### src/verilog/asp_pkg.sv
`default_nettype none
package asp_pkg;
    // ==========================================================
    // Register map, byte addresses
    localparam logic [7:0] ADDR_CTRL = 8'h00;
    localparam logic [7:0] ADDR_DATA = 8'h04;
    localparam logic [7:0] ADDR_RATE = 8'h08;
    // ==========================================================
    // Serial control field positions
    localparam int CTRL_RX_DONE = 0;
    localparam int CTRL_TX_DONE = 1;
    localparam int CTRL_RX_NINTH = 2;
    localparam int CTRL_TX_NINTH = 3;
    localparam int CTRL_RX_EN = 4;
    localparam int CTRL_FILTER = 5;
    localparam int CTRL_MODE = 6;
    // ==========================================================
    // Rate control field positions
    localparam int RATE_DOUBLE = 0;
    localparam int RATE_TX_SEL = 1;
    localparam int RATE_RX_SEL = 2;
    // ==========================================================
    // Frame modes
    localparam logic [1:0] MODE_10BIT = 2'h1;
    localparam logic [1:0] MODE_FIXED = 2'h2;
    localparam logic [1:0] MODE_VAR = 2'h3;
    // ==========================================================
    // Timing counts
    localparam logic [3:0] CNT_LAST = 4'hf;
    localparam logic [3:0] SMP_A = 4'h7;
    localparam logic [3:0] SMP_B = 4'h8;
    localparam logic [3:0] SMP_C = 4'h9;
    localparam logic [1:0] FIXED_LIM_FAST = 2'h1;
    localparam logic [1:0] FIXED_LIM_SLOW = 2'h3;
    localparam logic [3:0] TX_BITS_10 = 4'ha;
    localparam logic [3:0] TX_BITS_11 = 4'hb;
    // ==========================================================
    // Shift register patterns
    localparam logic [8:0] RX_PRESET = 9'h1ff;
    localparam logic [7:0] TX_MARK = 8'h01;
    // ==========================================================
    // Bus answers
    localparam logic [1:0] RESP_OKAY = 2'h0;
    localparam logic [1:0] RESP_SLVERR = 2'h2;
    // ==========================================================
    // State
    typedef enum logic [1:0] {RX_HUNT, RX_BIT, RX_STOP} asp_rx_e;
    typedef struct packed {
        logic aw_got; logic w_got; logic [7:0] aw_addr; logic [7:0] w_data; logic w_strb0;
        logic bvalid; logic [1:0] bresp; logic rvalid; logic [7:0] rdata; logic [1:0] rresp;
        logic rx_done; logic tx_done; logic rx_ninth; logic tx_ninth; logic rx_en;
        logic filter; logic [1:0] mode; logic dbl; logic tx_t2; logic rx_t2;
        logic [1:0] tx_pre; logic [3:0] tx_cnt; logic tx_req; logic tx_send; logic tx_data_on;
        logic tx_first; logic [8:0] tx_sr; logic txd; logic [3:0] tx_bits;
        logic [1:0] rx_pre; logic [3:0] rx_cnt; logic [2:0] sync; logic rx_line; logic rx_prev;
        asp_rx_e rx_state; logic [8:0] rx_sr; logic [2:0] rx_smp; logic [7:0] rx_buf;
    } asp_st_s;
    localparam asp_st_s ST_RESET = '{txd: 1'b1, sync: 3'h7, rx_line: 1'b1, rx_prev: 1'b1,
        rx_state: RX_HUNT, mode: MODE_10BIT, default: '0};
endpackage : asp_pkg
`default_nettype wire

### src/verilog/asp_serial_port.sv
// The implementer's own choices: the register offsets and the AXI4-Lite interface to the registers.
`timescale 1ns/100ps
`default_nettype none
module asp_serial_port (
    input wire logic clk_i,
    input wire logic reset_i,
    input wire logic [7:0] s_axi_awaddr_i,
    input wire logic s_axi_awvalid_i,
    output logic s_axi_awready_o,
    input wire logic [31:0] s_axi_wdata_i,
    input wire logic [3:0] s_axi_wstrb_i,
    input wire logic s_axi_wvalid_i,
    output logic s_axi_wready_o,
    output logic [1:0] s_axi_bresp_o,
    output logic s_axi_bvalid_o,
    input wire logic s_axi_bready_i,
    input wire logic [7:0] s_axi_araddr_i,
    input wire logic s_axi_arvalid_i,
    output logic s_axi_arready_o,
    output logic [31:0] s_axi_rdata_o,
    output logic [1:0] s_axi_rresp_o,
    output logic s_axi_rvalid_o,
    input wire logic s_axi_rready_i,
    input wire logic timer1_ovf_i,
    input wire logic timer2_ovf_i,
    input wire logic rxd_i,
    output logic txd_o,
    output logic serial_irq_o
);
    asp_pkg::asp_st_s st;
    asp_pkg::asp_st_s next_st;
    logic wr_fire;
    logic wr_ctrl;
    logic wr_data;
    logic wr_rate;
    logic ten_bit;
    logic tx_tick;
    logic tx_roll;
    logic rx_tick;
    logic rx_roll;
    logic rx_fall;
    logic rx_vote;
    logic rx_final;
    logic rx_load;
    logic [2:0] tx_rate;
    logic [2:0] rx_rate;

    // ==========================================================
    // Helpers
    // Returns {tick, next prescale}; tick is the 16x sample strobe
    function automatic logic [2:0] rate_tick(input logic [1:0] pre, input logic use_t2,
        input logic [1:0] mode, input logic dbl, input logic t1, input logic t2);
        logic [2:0] r;
        logic [1:0] lim;
        r = {1'b0, pre};
        lim = dbl ? asp_pkg::FIXED_LIM_FAST : asp_pkg::FIXED_LIM_SLOW;
        if (mode == asp_pkg::MODE_FIXED)
        begin
            r = (pre >= lim) ? 3'h4 : {1'b0, pre + 2'h1};
        end
        else if (use_t2)
        begin
            r = {t2, 2'h0};
        end
        else if (t1)
        begin
            r = (dbl || pre[0]) ? 3'h4 : 3'h1;
        end
        return r;
    endfunction : rate_tick

    // First received bit lands leftmost, so the byte comes out mirrored
    function automatic logic [7:0] mirror8(input logic [7:0] v);
        logic [7:0] r;
        r = 8'h00;
        for (int i = 0; i < 8; i++)
        begin
            r[i] = v[7 - i];
        end
        return r;
    endfunction : mirror8

    // ==========================================================
    // Bus handshakes
    assign s_axi_awready_o = !st.aw_got && !st.bvalid;
    assign s_axi_wready_o = !st.w_got && !st.bvalid;
    assign s_axi_bvalid_o = st.bvalid;
    assign s_axi_bresp_o = st.bresp;
    assign s_axi_arready_o = !st.rvalid;
    assign s_axi_rvalid_o = st.rvalid;
    assign s_axi_rresp_o = st.rresp;
    assign s_axi_rdata_o = {24'h000000, st.rdata};
    assign txd_o = st.txd;
    assign serial_irq_o = st.rx_done || st.tx_done;

    assign wr_fire = st.aw_got && st.w_got && !st.bvalid;
    assign wr_ctrl = wr_fire && st.w_strb0 && (st.aw_addr == asp_pkg::ADDR_CTRL);
    assign wr_data = wr_fire && st.w_strb0 && (st.aw_addr == asp_pkg::ADDR_DATA);
    assign wr_rate = wr_fire && st.w_strb0 && (st.aw_addr == asp_pkg::ADDR_RATE);
    // Mode 0 is not built; it runs as the 10-bit frame
    assign ten_bit = (st.mode != asp_pkg::MODE_FIXED) && (st.mode != asp_pkg::MODE_VAR);

    // ==========================================================
    // Rate strobes
    assign tx_rate = rate_tick(st.tx_pre, st.tx_t2, st.mode, st.dbl, timer1_ovf_i, timer2_ovf_i);
    assign rx_rate = rate_tick(st.rx_pre, st.rx_t2, st.mode, st.dbl, timer1_ovf_i, timer2_ovf_i);
    assign tx_tick = tx_rate[2];
    assign rx_tick = rx_rate[2];
    assign tx_roll = tx_tick && (st.tx_cnt == asp_pkg::CNT_LAST);
    assign rx_roll = rx_tick && (st.rx_cnt == asp_pkg::CNT_LAST);
    assign rx_fall = rx_tick && st.rx_prev && !st.rx_line;
    assign rx_vote = (st.rx_smp[0] && st.rx_smp[1]) || (st.rx_smp[0] && st.rx_smp[2])
        || (st.rx_smp[1] && st.rx_smp[2]);
    assign rx_final = (st.rx_state == asp_pkg::RX_BIT) && rx_roll && !st.rx_sr[8];
    // Stop bit in 10-bit mode, ninth bit otherwise: both are the final vote
    assign rx_load = rx_final && !st.rx_done && (!st.filter || rx_vote);

    // ==========================================================
    // Next state
    always_comb
    begin
        next_st = st;
        if (s_axi_awvalid_i && s_axi_awready_o)
        begin
            next_st.aw_got = 1'b1;
            next_st.aw_addr = s_axi_awaddr_i;
        end
        if (s_axi_wvalid_i && s_axi_wready_o)
        begin
            next_st.w_got = 1'b1;
            next_st.w_data = s_axi_wdata_i[7:0];
            next_st.w_strb0 = s_axi_wstrb_i[0];
        end
        if (st.bvalid && s_axi_bready_i)
        begin
            next_st.bvalid = 1'b0;
        end
        if (wr_fire)
        begin
            next_st.aw_got = 1'b0;
            next_st.w_got = 1'b0;
            next_st.bvalid = 1'b1;
            next_st.bresp = (st.aw_addr == asp_pkg::ADDR_CTRL || st.aw_addr == asp_pkg::ADDR_DATA
                || st.aw_addr == asp_pkg::ADDR_RATE) ? asp_pkg::RESP_OKAY : asp_pkg::RESP_SLVERR;
        end
        if (st.rvalid && s_axi_rready_i)
        begin
            next_st.rvalid = 1'b0;
        end
        if (s_axi_arvalid_i && s_axi_arready_o)
        begin
            next_st.rvalid = 1'b1;
            next_st.rresp = asp_pkg::RESP_OKAY;
            case (s_axi_araddr_i)
                asp_pkg::ADDR_CTRL: next_st.rdata = {st.mode, st.filter, st.rx_en, st.tx_ninth,
                    st.rx_ninth, st.tx_done, st.rx_done};
                asp_pkg::ADDR_DATA: next_st.rdata = st.rx_buf;
                asp_pkg::ADDR_RATE: next_st.rdata = {5'h00, st.rx_t2, st.tx_t2, st.dbl};
                default:
                begin
                    next_st.rdata = 8'h00;
                    next_st.rresp = asp_pkg::RESP_SLVERR;
                end
            endcase
        end
        // Software writes come first so that a hardware set in the same cycle wins
        if (wr_ctrl)
        begin
            next_st.rx_done = st.w_data[asp_pkg::CTRL_RX_DONE];
            next_st.tx_done = st.w_data[asp_pkg::CTRL_TX_DONE];
            next_st.rx_ninth = st.w_data[asp_pkg::CTRL_RX_NINTH];
            next_st.tx_ninth = st.w_data[asp_pkg::CTRL_TX_NINTH];
            next_st.rx_en = st.w_data[asp_pkg::CTRL_RX_EN];
            next_st.filter = st.w_data[asp_pkg::CTRL_FILTER];
            next_st.mode = st.w_data[asp_pkg::CTRL_MODE +: 2];
        end
        if (wr_rate)
        begin
            next_st.dbl = st.w_data[asp_pkg::RATE_DOUBLE];
            next_st.tx_t2 = st.w_data[asp_pkg::RATE_TX_SEL];
            next_st.rx_t2 = st.w_data[asp_pkg::RATE_RX_SEL];
        end

        // ======================================================
        // Transmitter
        next_st.tx_pre = tx_rate[1:0];
        if (tx_tick)
        begin
            next_st.tx_cnt = st.tx_cnt + 4'h1;
        end
        // A write during a frame is dropped; the shifter is not double-buffered
        if (wr_data && !st.tx_req && !st.tx_send)
        begin
            next_st.tx_sr = {ten_bit ? 1'b1 : st.tx_ninth, st.w_data};
            next_st.tx_req = 1'b1;
        end
        if (tx_roll)
        begin
            if (!st.tx_send)
            begin
                if (st.tx_req)
                begin
                    next_st.tx_send = 1'b1;
                    next_st.tx_req = 1'b0;
                    next_st.tx_data_on = 1'b0;
                    next_st.tx_first = 1'b0;
                    next_st.tx_bits = 4'h1;
                end
            end
            else if (!st.tx_data_on)
            begin
                next_st.tx_data_on = 1'b1;
                next_st.tx_bits = st.tx_bits + 4'h1;
            end
            else if (st.tx_first && st.tx_sr[8:1] == asp_pkg::TX_MARK)
            begin
                next_st.tx_sr = {1'b0, st.tx_sr[8:1]};
                next_st.tx_send = 1'b0;
                next_st.tx_data_on = 1'b0;
                next_st.tx_done = 1'b1;
                next_st.tx_bits = st.tx_bits + 4'h1;
            end
            else
            begin
                next_st.tx_sr = {!st.tx_first && !ten_bit, st.tx_sr[8:1]};
                next_st.tx_first = 1'b1;
                next_st.tx_bits = st.tx_bits + 4'h1;
            end
        end
        next_st.txd = !next_st.tx_send ? 1'b1 : (!next_st.tx_data_on ? 1'b0 : next_st.tx_sr[0]);

        // ======================================================
        // Receiver
        next_st.rx_pre = rx_rate[1:0];
        next_st.sync = {st.sync[1:0], rxd_i};
        if (st.sync[1] == st.sync[2])
        begin
            next_st.rx_line = st.sync[2];
        end
        if (rx_tick)
        begin
            next_st.rx_cnt = st.rx_cnt + 4'h1;
            next_st.rx_prev = st.rx_line;
        end
        case (st.rx_state)
            asp_pkg::RX_HUNT:
            begin
                if (rx_fall && st.rx_en)
                begin
                    next_st.rx_state = asp_pkg::RX_BIT;
                    next_st.rx_cnt = 4'h0;
                    next_st.rx_sr = asp_pkg::RX_PRESET;
                end
            end
            asp_pkg::RX_BIT:
            begin
                if (rx_tick && st.rx_cnt == asp_pkg::SMP_A)
                begin
                    next_st.rx_smp[0] = st.rx_line;
                end
                if (rx_tick && st.rx_cnt == asp_pkg::SMP_B)
                begin
                    next_st.rx_smp[1] = st.rx_line;
                end
                if (rx_tick && st.rx_cnt == asp_pkg::SMP_C)
                begin
                    next_st.rx_smp[2] = st.rx_line;
                end
                if (rx_roll)
                begin
                    next_st.rx_sr = {st.rx_sr[7:0], rx_vote};
                    if (st.rx_sr == asp_pkg::RX_PRESET && rx_vote)
                    begin
                        next_st.rx_state = asp_pkg::RX_HUNT;
                    end
                    else if (rx_final)
                    begin
                        // 11-bit modes sit out the stop bit, its value unused
                        next_st.rx_state = ten_bit ? asp_pkg::RX_HUNT : asp_pkg::RX_STOP;
                    end
                end
            end
            asp_pkg::RX_STOP:
            begin
                if (rx_roll)
                begin
                    next_st.rx_state = asp_pkg::RX_HUNT;
                end
            end
            default: next_st.rx_state = asp_pkg::RX_HUNT;
        endcase
        if (rx_load)
        begin
            next_st.rx_buf = mirror8(st.rx_sr[7:0]);
            next_st.rx_ninth = rx_vote;
            next_st.rx_done = 1'b1;
        end
    end

    always_ff @(posedge clk_i or posedge reset_i)
    begin
        if (reset_i)
        begin
            st <= asp_pkg::ST_RESET;
        end
        else
        begin
            st <= next_st;
        end
    end
endmodule : asp_serial_port
`default_nettype wire
### config.mk
export PLATFORM = sky130hd
export DESIGN_NAME = asp_serial_port
export DESIGN_NICKNAME = d
export VERILOG_FILES = /design/src/verilog/asp_pkg.sv /design/src/verilog/asp_serial_port.sv
export SDC_FILE = /design/constraint.sdc
export NUM_CORES = 1
export LEC_CHECK = 0
export BUFFER_PORTS_ARGS = -buffer_cell sky130_fd_sc_hd__buf_2
export CORE_MARGIN = 2
export CORE_UTILIZATION = 50
export DETAILED_ROUTE_END_ITERATION = 7
export PLACE_DENSITY = 0.86
export SETUP_SLACK_MARGIN = 0.3
export SLEW_MARGIN = 10
export SYNTH_ARGS = -nofsm -noshare
export SYNTH_HDL_FRONTEND = slang
export SYNTH_SLANG_ARGS = --single-unit
### constraint.sdc
create_clock -name clk_i -period 5.2 [get_ports clk_i]
set_input_delay 0.26 -clock clk_i [delete_from_list [all_inputs] [get_ports clk_i]]
set_output_delay 0.26 -clock clk_i [all_outputs]
set_load 0.01 [all_outputs]
==> flow_summary.toml, run 1 <==
[cts]
cts_buffer_depth = 2
path_clk_slew_ns = 0.09
cts_resized = 0
clk_latency_ns = 0.37
cts_sinks = 95
cts_root_buffer = "clkbuf_8"
cts_buffers = 9
cts-htree-levels = 3
cts_tree = "built"

[grt]
grt_antenna_before_repair = 0
grt_max_degree = 90
grt_use_total = 0.1881
grt_pass1_vias = 3223
grt_first_pass_wirelength_um = 14940
globalRouteOverflowTotal = 0

[run]
drv_cap = 0

[synth]
avgSynthCellArea_sq_um = 10.96
synth_edf_count = 0
ys_seq_elements = 95
synth.largest_area_cell = "dfrtp_1"
synth_flop_cell = "dfrtp_1"
synth-async-reset-ratio = 1.000
synthCells = 420
yosys_warnings = 0
yosys-top-cells-area = "dfrtp_1, mux2_2, buf_4"
synth_area_sq_um = 4603
synth_top_cell_area_share = 0.4784
yosysSeqAreaShare = 0.5183
yosys.cell_types.count = 50

[timing]
hold_ws_ns = 0.06571
post-route-period-util = 0.4816
tns_ns = 0
tightest_slew_ns = 1.170
maxSlewHeadroom = 0.2133
fmaxAchievable_ghz = 0.3993
rsz0062_at_grt = "false"
drv_slew = 0
hold_viol = 0
setup_viol = 0
skew_ns = 0.009370
fin_crit_ns = 2.505

[critical_path]
required_ns = 5.45
crit_fanout = 10
reg2regPathDepth = 5
reg2reg_setup_slack_ns = 2.70
cp-end-kind = "flip-flop"
crit_arrival_ns = 2.75
critPathKind = "flip-flop to flip-flop"
reg2reg_from = "st[27]"
startpoint_type = "flip-flop"
regToRegEndpoint = "st[0]"

[power]
ir_drop_uv = 284.8
p_per_area_nw_per_um2 = 404.0
p_leak_nw = 2.372

[floorplanning]
rows = 35
dieArea_sq_um = 9990
io_pins = 105
initial_core_util = 0.5078
die_x_um = 99.95
die_h_um = 99.95
core_area_sq_um = 9065

[detailed_routing]
vias_per_cell = 5.496
vias = 3171
ant_nets = 0
drc = 0
drt_pre_antenna_iters = 4
wl_per_cell_um = 15.21
drt_iter0_drc = 139
wirelength_um = 8778

[hold_path]
hold_start = "s_axi_bready_i"
worstHoldPathType = "primary input to flip-flop"
min_delay_worst_endpoint = "s_axi_bvalid_o"
min_path_cells = 2

[cells_and_area]
fillers = 755
syn2layout_area_growth_pct = 8.481
drive_above_1_share = 0.2790
finalNetCount = 529
final_cell_mix = "dfrtp_1, buf_2, mux2_2"
final_common_cell = "dfrtp_1"
num_antenna_cells = 0

[placement]
io_buffers = 51
routabilityCongestion = 0.8693
dp_hpwl_um = 6273

[status]
outcome = "finished clean"
[metal layers]
| metal | wire length [um] | global-route usage |
|---|---|---|
| met5 | 0 | 0 |
| met4 | 185 | 0.07376 |
| met3 | 370 | 0.03760 |
| met2 | 4434 | 0.3170 |
| met1 | 3788 | 0.2404 |
[cell usage after synthesis (all sizes together) (3+ instances only)]
master	instances
nand2b	3
or3	3
o21ai	28
mux2i	14
and2	3
dfstp	7
or4	3
clkbuf	12
nand3	9
nor2	24
nor2b	9
ha	6
a211o	3
buf	38
nand2	32
nor3	8
nor4	5
dfrtp	88
a31oi	8
a21oi	19
mux2	49
inv	11
nand4	8
[power by group]
| part | switching, W | internal (W) |
|---|---|---|
| clock network | 0.000254 | 0.000201 |
| logic | 0.000247 | 0.000231 |
| registers | 0.000172 | 0.000911 |
[stage by stage]
stage	power, W	instance area, sq um	util	instances	setup WS, ns
6_report	0.002017	4994	0.5509	577	2.695
3_5_place_dp	0.001571	4790	0.5284	559	2.687
3_3_place_gp	0.001531	4790	0.5284	559	2.773
5_1_grt	0.002145	4994	0.5509	577	2.524
4_1_cts	0.002023	4994	0.5509	577	2.669
2_1_floorplan	0.001438	4697	-	445	2.475
[registers in the layout, indices dropped and copies added (netlist names)]
signal	count
st	80
s_axi_rvalid_o	1
txd_o	1
s_axi_rresp_o	1
s_axi_rdata_o	8
s_axi_bresp_o	1
s_axi_bvalid_o	1
next_st	2
[worst max-delay path, cell delays in order, from the launching register on]
cell,delay [ns]
dfrtp_1,0.44
ha_1,0.24
nand3_1,0.21
or4_1,0.51
a211oi_4,0.59
mux2_2,0.41
[kinds of logic after synthesis]
| family | after synthesis | synth area share |
|---|---|---|
| flops | 95 | 0.5183 |
| compound gates | 74 | 0.09894 |
| fa+ha+maj | 7 | 0.01848 |
| xor+xnor | 3 | 0.005709 |
| simple gates | 116 | 0.1280 |
| other cells | 1 | 0.0008147 |
| buf+inv | 61 | 0.07937 |
| mux | 63 | 0.1503 |
[what timing repair did]
item	in CTS	in global routing
buffers inserted	0	0
hold buffers	2	0
hold endpoints to repair	7	0
endpoints found under the setup margin	0	0
[worst max path at each step]
stage / startpoint / to / slack, ns
global route: st[96] / st[65] / 2.52
floorplan: reset_i / s_axi_bresp_o[1] / 2.47
detailed placement: st[96] / st[62] / 2.69
global placement: st[96] / st[61] / 2.77
finish: st[27] / st[0] / 2.70
CTS: st[96] / st[62] / 2.67
[layout make-up]
| class | instances | area, sq um | area share |
|---|---|---|---|
| Clock inverter | 4 | 28.78 | 0.005763 |
| Tap cell | 111 | 138.9 | 0.02781 |
| Multi-Input combinational cell | 289 | 1952 | 0.3909 |
| Timing Repair Buffer | 55 | 290.3 | 0.05813 |
| Inverter | 11 | 42.54 | 0.008519 |
| Clock buffer | 12 | 155.1 | 0.03107 |
| Sequential cell | 95 | 2386 | 0.4778 |
No activity file was read; power rests on OpenSTA's default activity.
==> run 2, diff against run 1 <==
- CORE_UTILIZATION: 50 -> 49
- PLACE_DENSITY: 0.86 -> 0.87
- clock period: 5.2 -> 2.1 ns (I/O delays scaled with it)
==> flow_summary.toml, run 2 (synthesized netlist as in run 1, its figures left out) <==
[status]
outcome = "finished clean"

[detailed_routing]
vias_per_cell = 5.765
drt_pre_antenna_iters = 5
vias = 3736
top_layer = "met4"
wl_met2_um = 6015
wirelength_um = 12010
drc = 0
wl_met3_um = 887
drt_iter0_drc = 418
wl_per_cell_um = 18.53
ant_nets = 0
wl_met1_um = 4533

[floorplanning]
die_h_um = 100.9
io_pins = 105
rows = 35
dieArea_sq_um = 10190
core_area_sq_um = 9196
initial_core_util = 0.5005
die_x_um = 100.9

[timing]
hold_viol = 0
post-route-period-util = 0.9897
maxSlewHeadroom = 0.5296
skew_ns = 0.01309
fin_crit_ns = 2.078
tns_ns = 0
fmaxAchievable_ghz = 0.4812
drv_slew = 0
tightest_slew_ns = 0.7041
setup_viol = 0
rsz0062_at_grt = "true"

[critical_path]
cp-startpoint = "st[96]"
critPathMaxStageDelay_ns = 0.46
crit_fanout = 8
critPathKind = "flip-flop to flip-flop"
worstPathCellList = "nor4_4 -> and4_4 -> buf_12 -> mux2_4 -> a32oi_2 -> o31ai_2"
reg2reg_from = "st[96]"
critPathSlowestCell = "dfrtp_2"
regToRegEndpoint = "txd_o"
reg2reg_setup_slack_ns = 0.02
required_ns = 2.38
crit_arrival_ns = 2.36
startpoint_type = "flip-flop"
reg2regPathDepth = 6
cp-end-kind = "flip-flop"
critPathCapture = "txd_o"

[cells_and_area]
finalNetCount = 600
fillers = 645
drive_above_1_share = 0.4060
largest_reg_flops = 80
final_cell_mix = "dfrtp_1, buf_2, mux2_2, buf_4, nand2_1"
final_common_cell = "dfrtp_1"
top_register = "st"
syn2layout_area_growth_pct = 29.79
num_antenna_cells = 0

[placement]
io_buffers = 51
routabilityCongestion = 0.8416
dp_hpwl_um = 6627

[cts]
cts_buffers = 9
cts-htree-levels = 3
cts_tree = "built"
path_clk_slew_ns = 0.10
cts_buffer_depth = 2
cts_sinks = 95
cts_root_buffer = "clkbuf_8"
clk_latency_ns = 0.37

[run]
drv_cap = 0

[grt]
grt_antenna_before_repair = 0
globalRouteOverflowTotal = 0
grt_pass1_vias = 3606
grt_first_pass_wirelength_um = 17750
grt_max_degree = 47
grt_use_total = 0.2247

[power]
ir_drop_uv = 686.2
total_power_w = 0.005935
p_per_area_nw_per_um2 = 993.4
p_leak_nw = 2.807

[hold_path]
worstHoldPathType = "primary input to flip-flop"
run 2: repair_timing:
item / CTS / global route
pin swaps: 9 / 15
gates resized for setup: 29 / 46
buffers inserted: 14 / 15
hold endpoints to repair: 47 / 0
setup endpoints to repair: 26 / 58
gates cloned: 3 / 3
hold buffers: 21 / 0
run 2: area by class of cell:
cell class,instances,area [sq um],share of cell area
Sequential cell,95,2390,0.4000
Timing Repair Buffer,125,970.9,0.1625
Inverter,11,45.04,0.007539
Multi-Input combinational cell,290,2233,0.3738
Tap cell,111,138.9,0.02325
Clock buffer,9,123.9,0.02073
Clock inverter,7,72.57,0.01215
run 2: power by group:
part           leakage (nW)  switching [W]  internal (W)
Combinational          1.52       0.000887       0.00101
Clock                0.0956       0.000672      0.000553
Sequential             1.20       0.000553       0.00226
Total                  2.81        0.00211       0.00382
run 2: critical path, delay by kind of cell (launching register included):
kind,cells,cell delay (ns)
and+or+nand+nor,2,0.66
DFF,1,0.46
AOI/OAI and AO/OA,2,0.42
muxes,1,0.33
buffers and inverters,1,0.13
run 2: per-layer routing:
metal	vias up	track usage
met5	-	0
met4	0	0.09563
met3	60	0.03606
met2	224	0.3913
met1	1793	0.2771
li1	1659	-
run 2: worst min-delay path by stage:
stage                                from                to  slack (ns)  cells past startpoint
final                        timer1_ovf_i            st[31]        0.07                      4
after global routing      s_axi_arvalid_i  s_axi_rdata_o[0]        0.09                      3
after CTS                    timer1_ovf_i            st[31]        0.06                      4
after detailed placement            rxd_i       next_st[25]        0.21                      1
after global placement              rxd_i       next_st[25]        0.21                      1
after floorplan                     rxd_i       next_st[25]        0.11                      0
run 2: per-stage QoR:
stage          hold slack [ns]  instance area (sq um)    util  std cells  setup slack, ns
6_report               0.06559                   5974  0.6497        648          0.02166
5_1_grt                0.09030                   5974  0.6497        648         -0.01681
4_1_cts                0.05563                   5654  0.6148        630           0.1642
3_5_place_dp            0.2118                   4982  0.5418        576          0.08598
3_3_place_gp            0.2125                   4982  0.5418        576           0.1349
2_1_floorplan           0.1095                   4761       -        445          0.01999
==> run 3, diff against run 2 <==
- CELL_PAD_IN_SITES_DETAIL_PLACEMENT: unset -> 1
- CELL_PAD_IN_SITES_GLOBAL_PLACEMENT: unset -> 1
- CORE_UTILIZATION: 49 -> 38
- REMOVE_ABC_BUFFERS: unset -> 1
==> flow_summary.toml, run 3 (synthesized netlist as in run 1, its figures left out) <==
[detailed_routing]
drt_pre_antenna_iters = 4
wirelength_um = 14620
vias_per_cell = 5.535
drc = 0
ant_nets = 0
wl_per_cell_um = 21.78
vias = 3714
drt_iter0_drc = 131

[timing]
rsz0062_at_grt = "true"
setup_viol = 0
post-route-period-util = 0.9689
tightest_slew_ns = 0.5127
skew_ns = 0.01014
fmaxAchievable_ghz = 0.4915
maxSlewHeadroom = 0.6582
hold_viol = 1
hold_ws_ns = -0.0007874
drv_slew = 0
fin_crit_ns = 2.035

[power]
p_per_area_nw_per_um2 = 1043
total_power_w = 0.006249
clkPwrFrac = 0.269
p_sw_frac = 0.3430
p_leak_nw = 2.807
p_int_w = 0.004106
p_switching_w = 0.002143
p_comb_frac = 0.285
p_seq_frac = 0.446
ir_drop_uv = 776.9

[critical_path]
crit_buf_inv = 1
critPathKind = "flip-flop to flip-flop"
critPathMaxStageDelay_ns = 0.41
cp-end-kind = "flip-flop"
crit_arrival_ns = 2.26
crit_fanout = 10
worstPathCellList = "or3_4 -> a32o_2 -> a211oi_4 -> buf_12 -> mux2_2"
reg2reg_from = "st[57]"
required_ns = 2.33
startpoint_type = "flip-flop"
cp-startpoint = "st[57]"
critPathTopFamily = "compound AO/OA/AOI/OAI gates"
critPathSlowestCell = "dfrtp_1"

[status]
violations = "negative hold slack"
outcome = "complete, but fails checks"

[run]
drv_cap = 0

[cells_and_area]
fillers = 1292
final_common_cell = "dfrtp_1"
multiInputGateArea_sq_um = 2232
syn2layout_area_growth_pct = 30.12
num_antenna_cells = 0
top_register = "st"
finalNetCount = 587
largest_reg_flops = 80
seqCellArea_sq_um = 2391
final_cell_mix = "dfrtp_1, buf_2, nand2_1"
drive_above_1_share = 0.3931
layoutNonFillerInstCount = 671

[floorplanning]
rows = 40
core_area_sq_um = 11910
die_x_um = 114.1
io_pins = 105
die_h_um = 114.1
dieArea_sq_um = 13010
initial_core_util = 0.3864

[grt]
grt_use_total = 0.2184
globalRouteOverflowTotal = 0
grt_pass1_vias = 4024
grt_max_degree = 96
grt_first_pass_wirelength_um = 21800
grt_antenna_before_repair = 0

[cts]
path_clk_slew_ns = 0.07
cts_root_buffer = "clkbuf_16"
cts_tree = "built"
cts-htree-levels = 3
cts_buffers = 9
cts_buffer_depth = 2
clk_latency_ns = 0.35
cts_sinks = 95

[placement]
io_buffers = 51
dp_hpwl_um = 7704
dp.cells = 614
routabilityCongestion = 0.8284

[hold_path]
hold_start = "s_axi_wdata_i[5]"
worstHoldPathType = "primary input to flip-flop"
## run 3: cell count changes in the layout (fill, tap and decap cells not counted), moves of 2 or more
| cell | previous run | this run |
|---|---|---|
| mux2_2 | 32 | 27 |
| buf_6 | 15 | 12 |
| o21ai_2 | 3 | 1 |
| dlygate4sd3_1 | 21 | 15 |
| buf_4 | 32 | 29 |
| clkbuf_8 | 9 | 1 |
| clkbuf_16 | 1 | 9 |
| mux2_4 | 17 | 22 |
## run 3: what timing repair did
action	in CTS	in global routing
setup endpoints to repair	45	48
endpoints found under the hold margin	100	2
pin swaps	8	11
hold buffers	13	2
setup buffers	15	7
cloned	3	1
gates resized for setup	42	44
## run 3: final cells by class
cell class,count,area share
Clock buffer,11,0.04053
Clock inverter,5,0.009818
Inverter,11,0.007103
Multi-Input combinational cell,290,0.3727
Sequential cell,95,0.3992
Tap cell,147,0.03071
Timing Repair Buffer,112,0.1400
## run 3: path summary, 6_finish.rpt
kind	to	slack, ns	depth (start not counted)
max	st[0]	0.07	5
min	st[88]	-0.0008	2
max reg2reg	st[0]	0.07	5
min reg2reg	next_st[26]	0.36	0
max in group asynchronous	st[49]	1.28	4
min in group asynchronous	st[8]	0.42	4
## run 3: per-layer routing
layer / vias to the layer above / track usage / wire (um)
li1: 1629 / - / -
met1: 1904 / 0.2395 / 5324
met2: 128 / 0.4091 / 8128
met3: 53 / 0.04235 / 559
met4: 0 / 0.09350 / 603
met5: - / 0 / 0
## run 3: power by group through the flow
| stage | logic [W] | clock network (W) | registers, W |
|---|---|---|---|
| final | 0.00178 | 0.00168 | 0.00279 |
| after global routing | 0.00194 | 0.00177 | 0.00284 |
| after CTS | 0.00156 | 0.00168 | 0.00272 |
| after detailed placement | 0.00133 | 0 | 0.00271 |
| after global placement | 0.00124 | 0 | 0.00267 |
| after floorplan | 0.000905 | 0 | 0.00258 |
## run 3: per-stage QoR
step                      setup TNS, ns  area, sq um  setup WS [ns]  utilization
after detailed placement        -0.4816         5002       -0.08118       0.4200
after CTS                             0         5736        0.07090       0.4815
final                                 0         5989        0.06538       0.5028
after floorplan                  -46.03         4373        -0.4704            -
after global routing                  0         5989        0.01081       0.5028
after global placement                0         5002        0.06190       0.4200
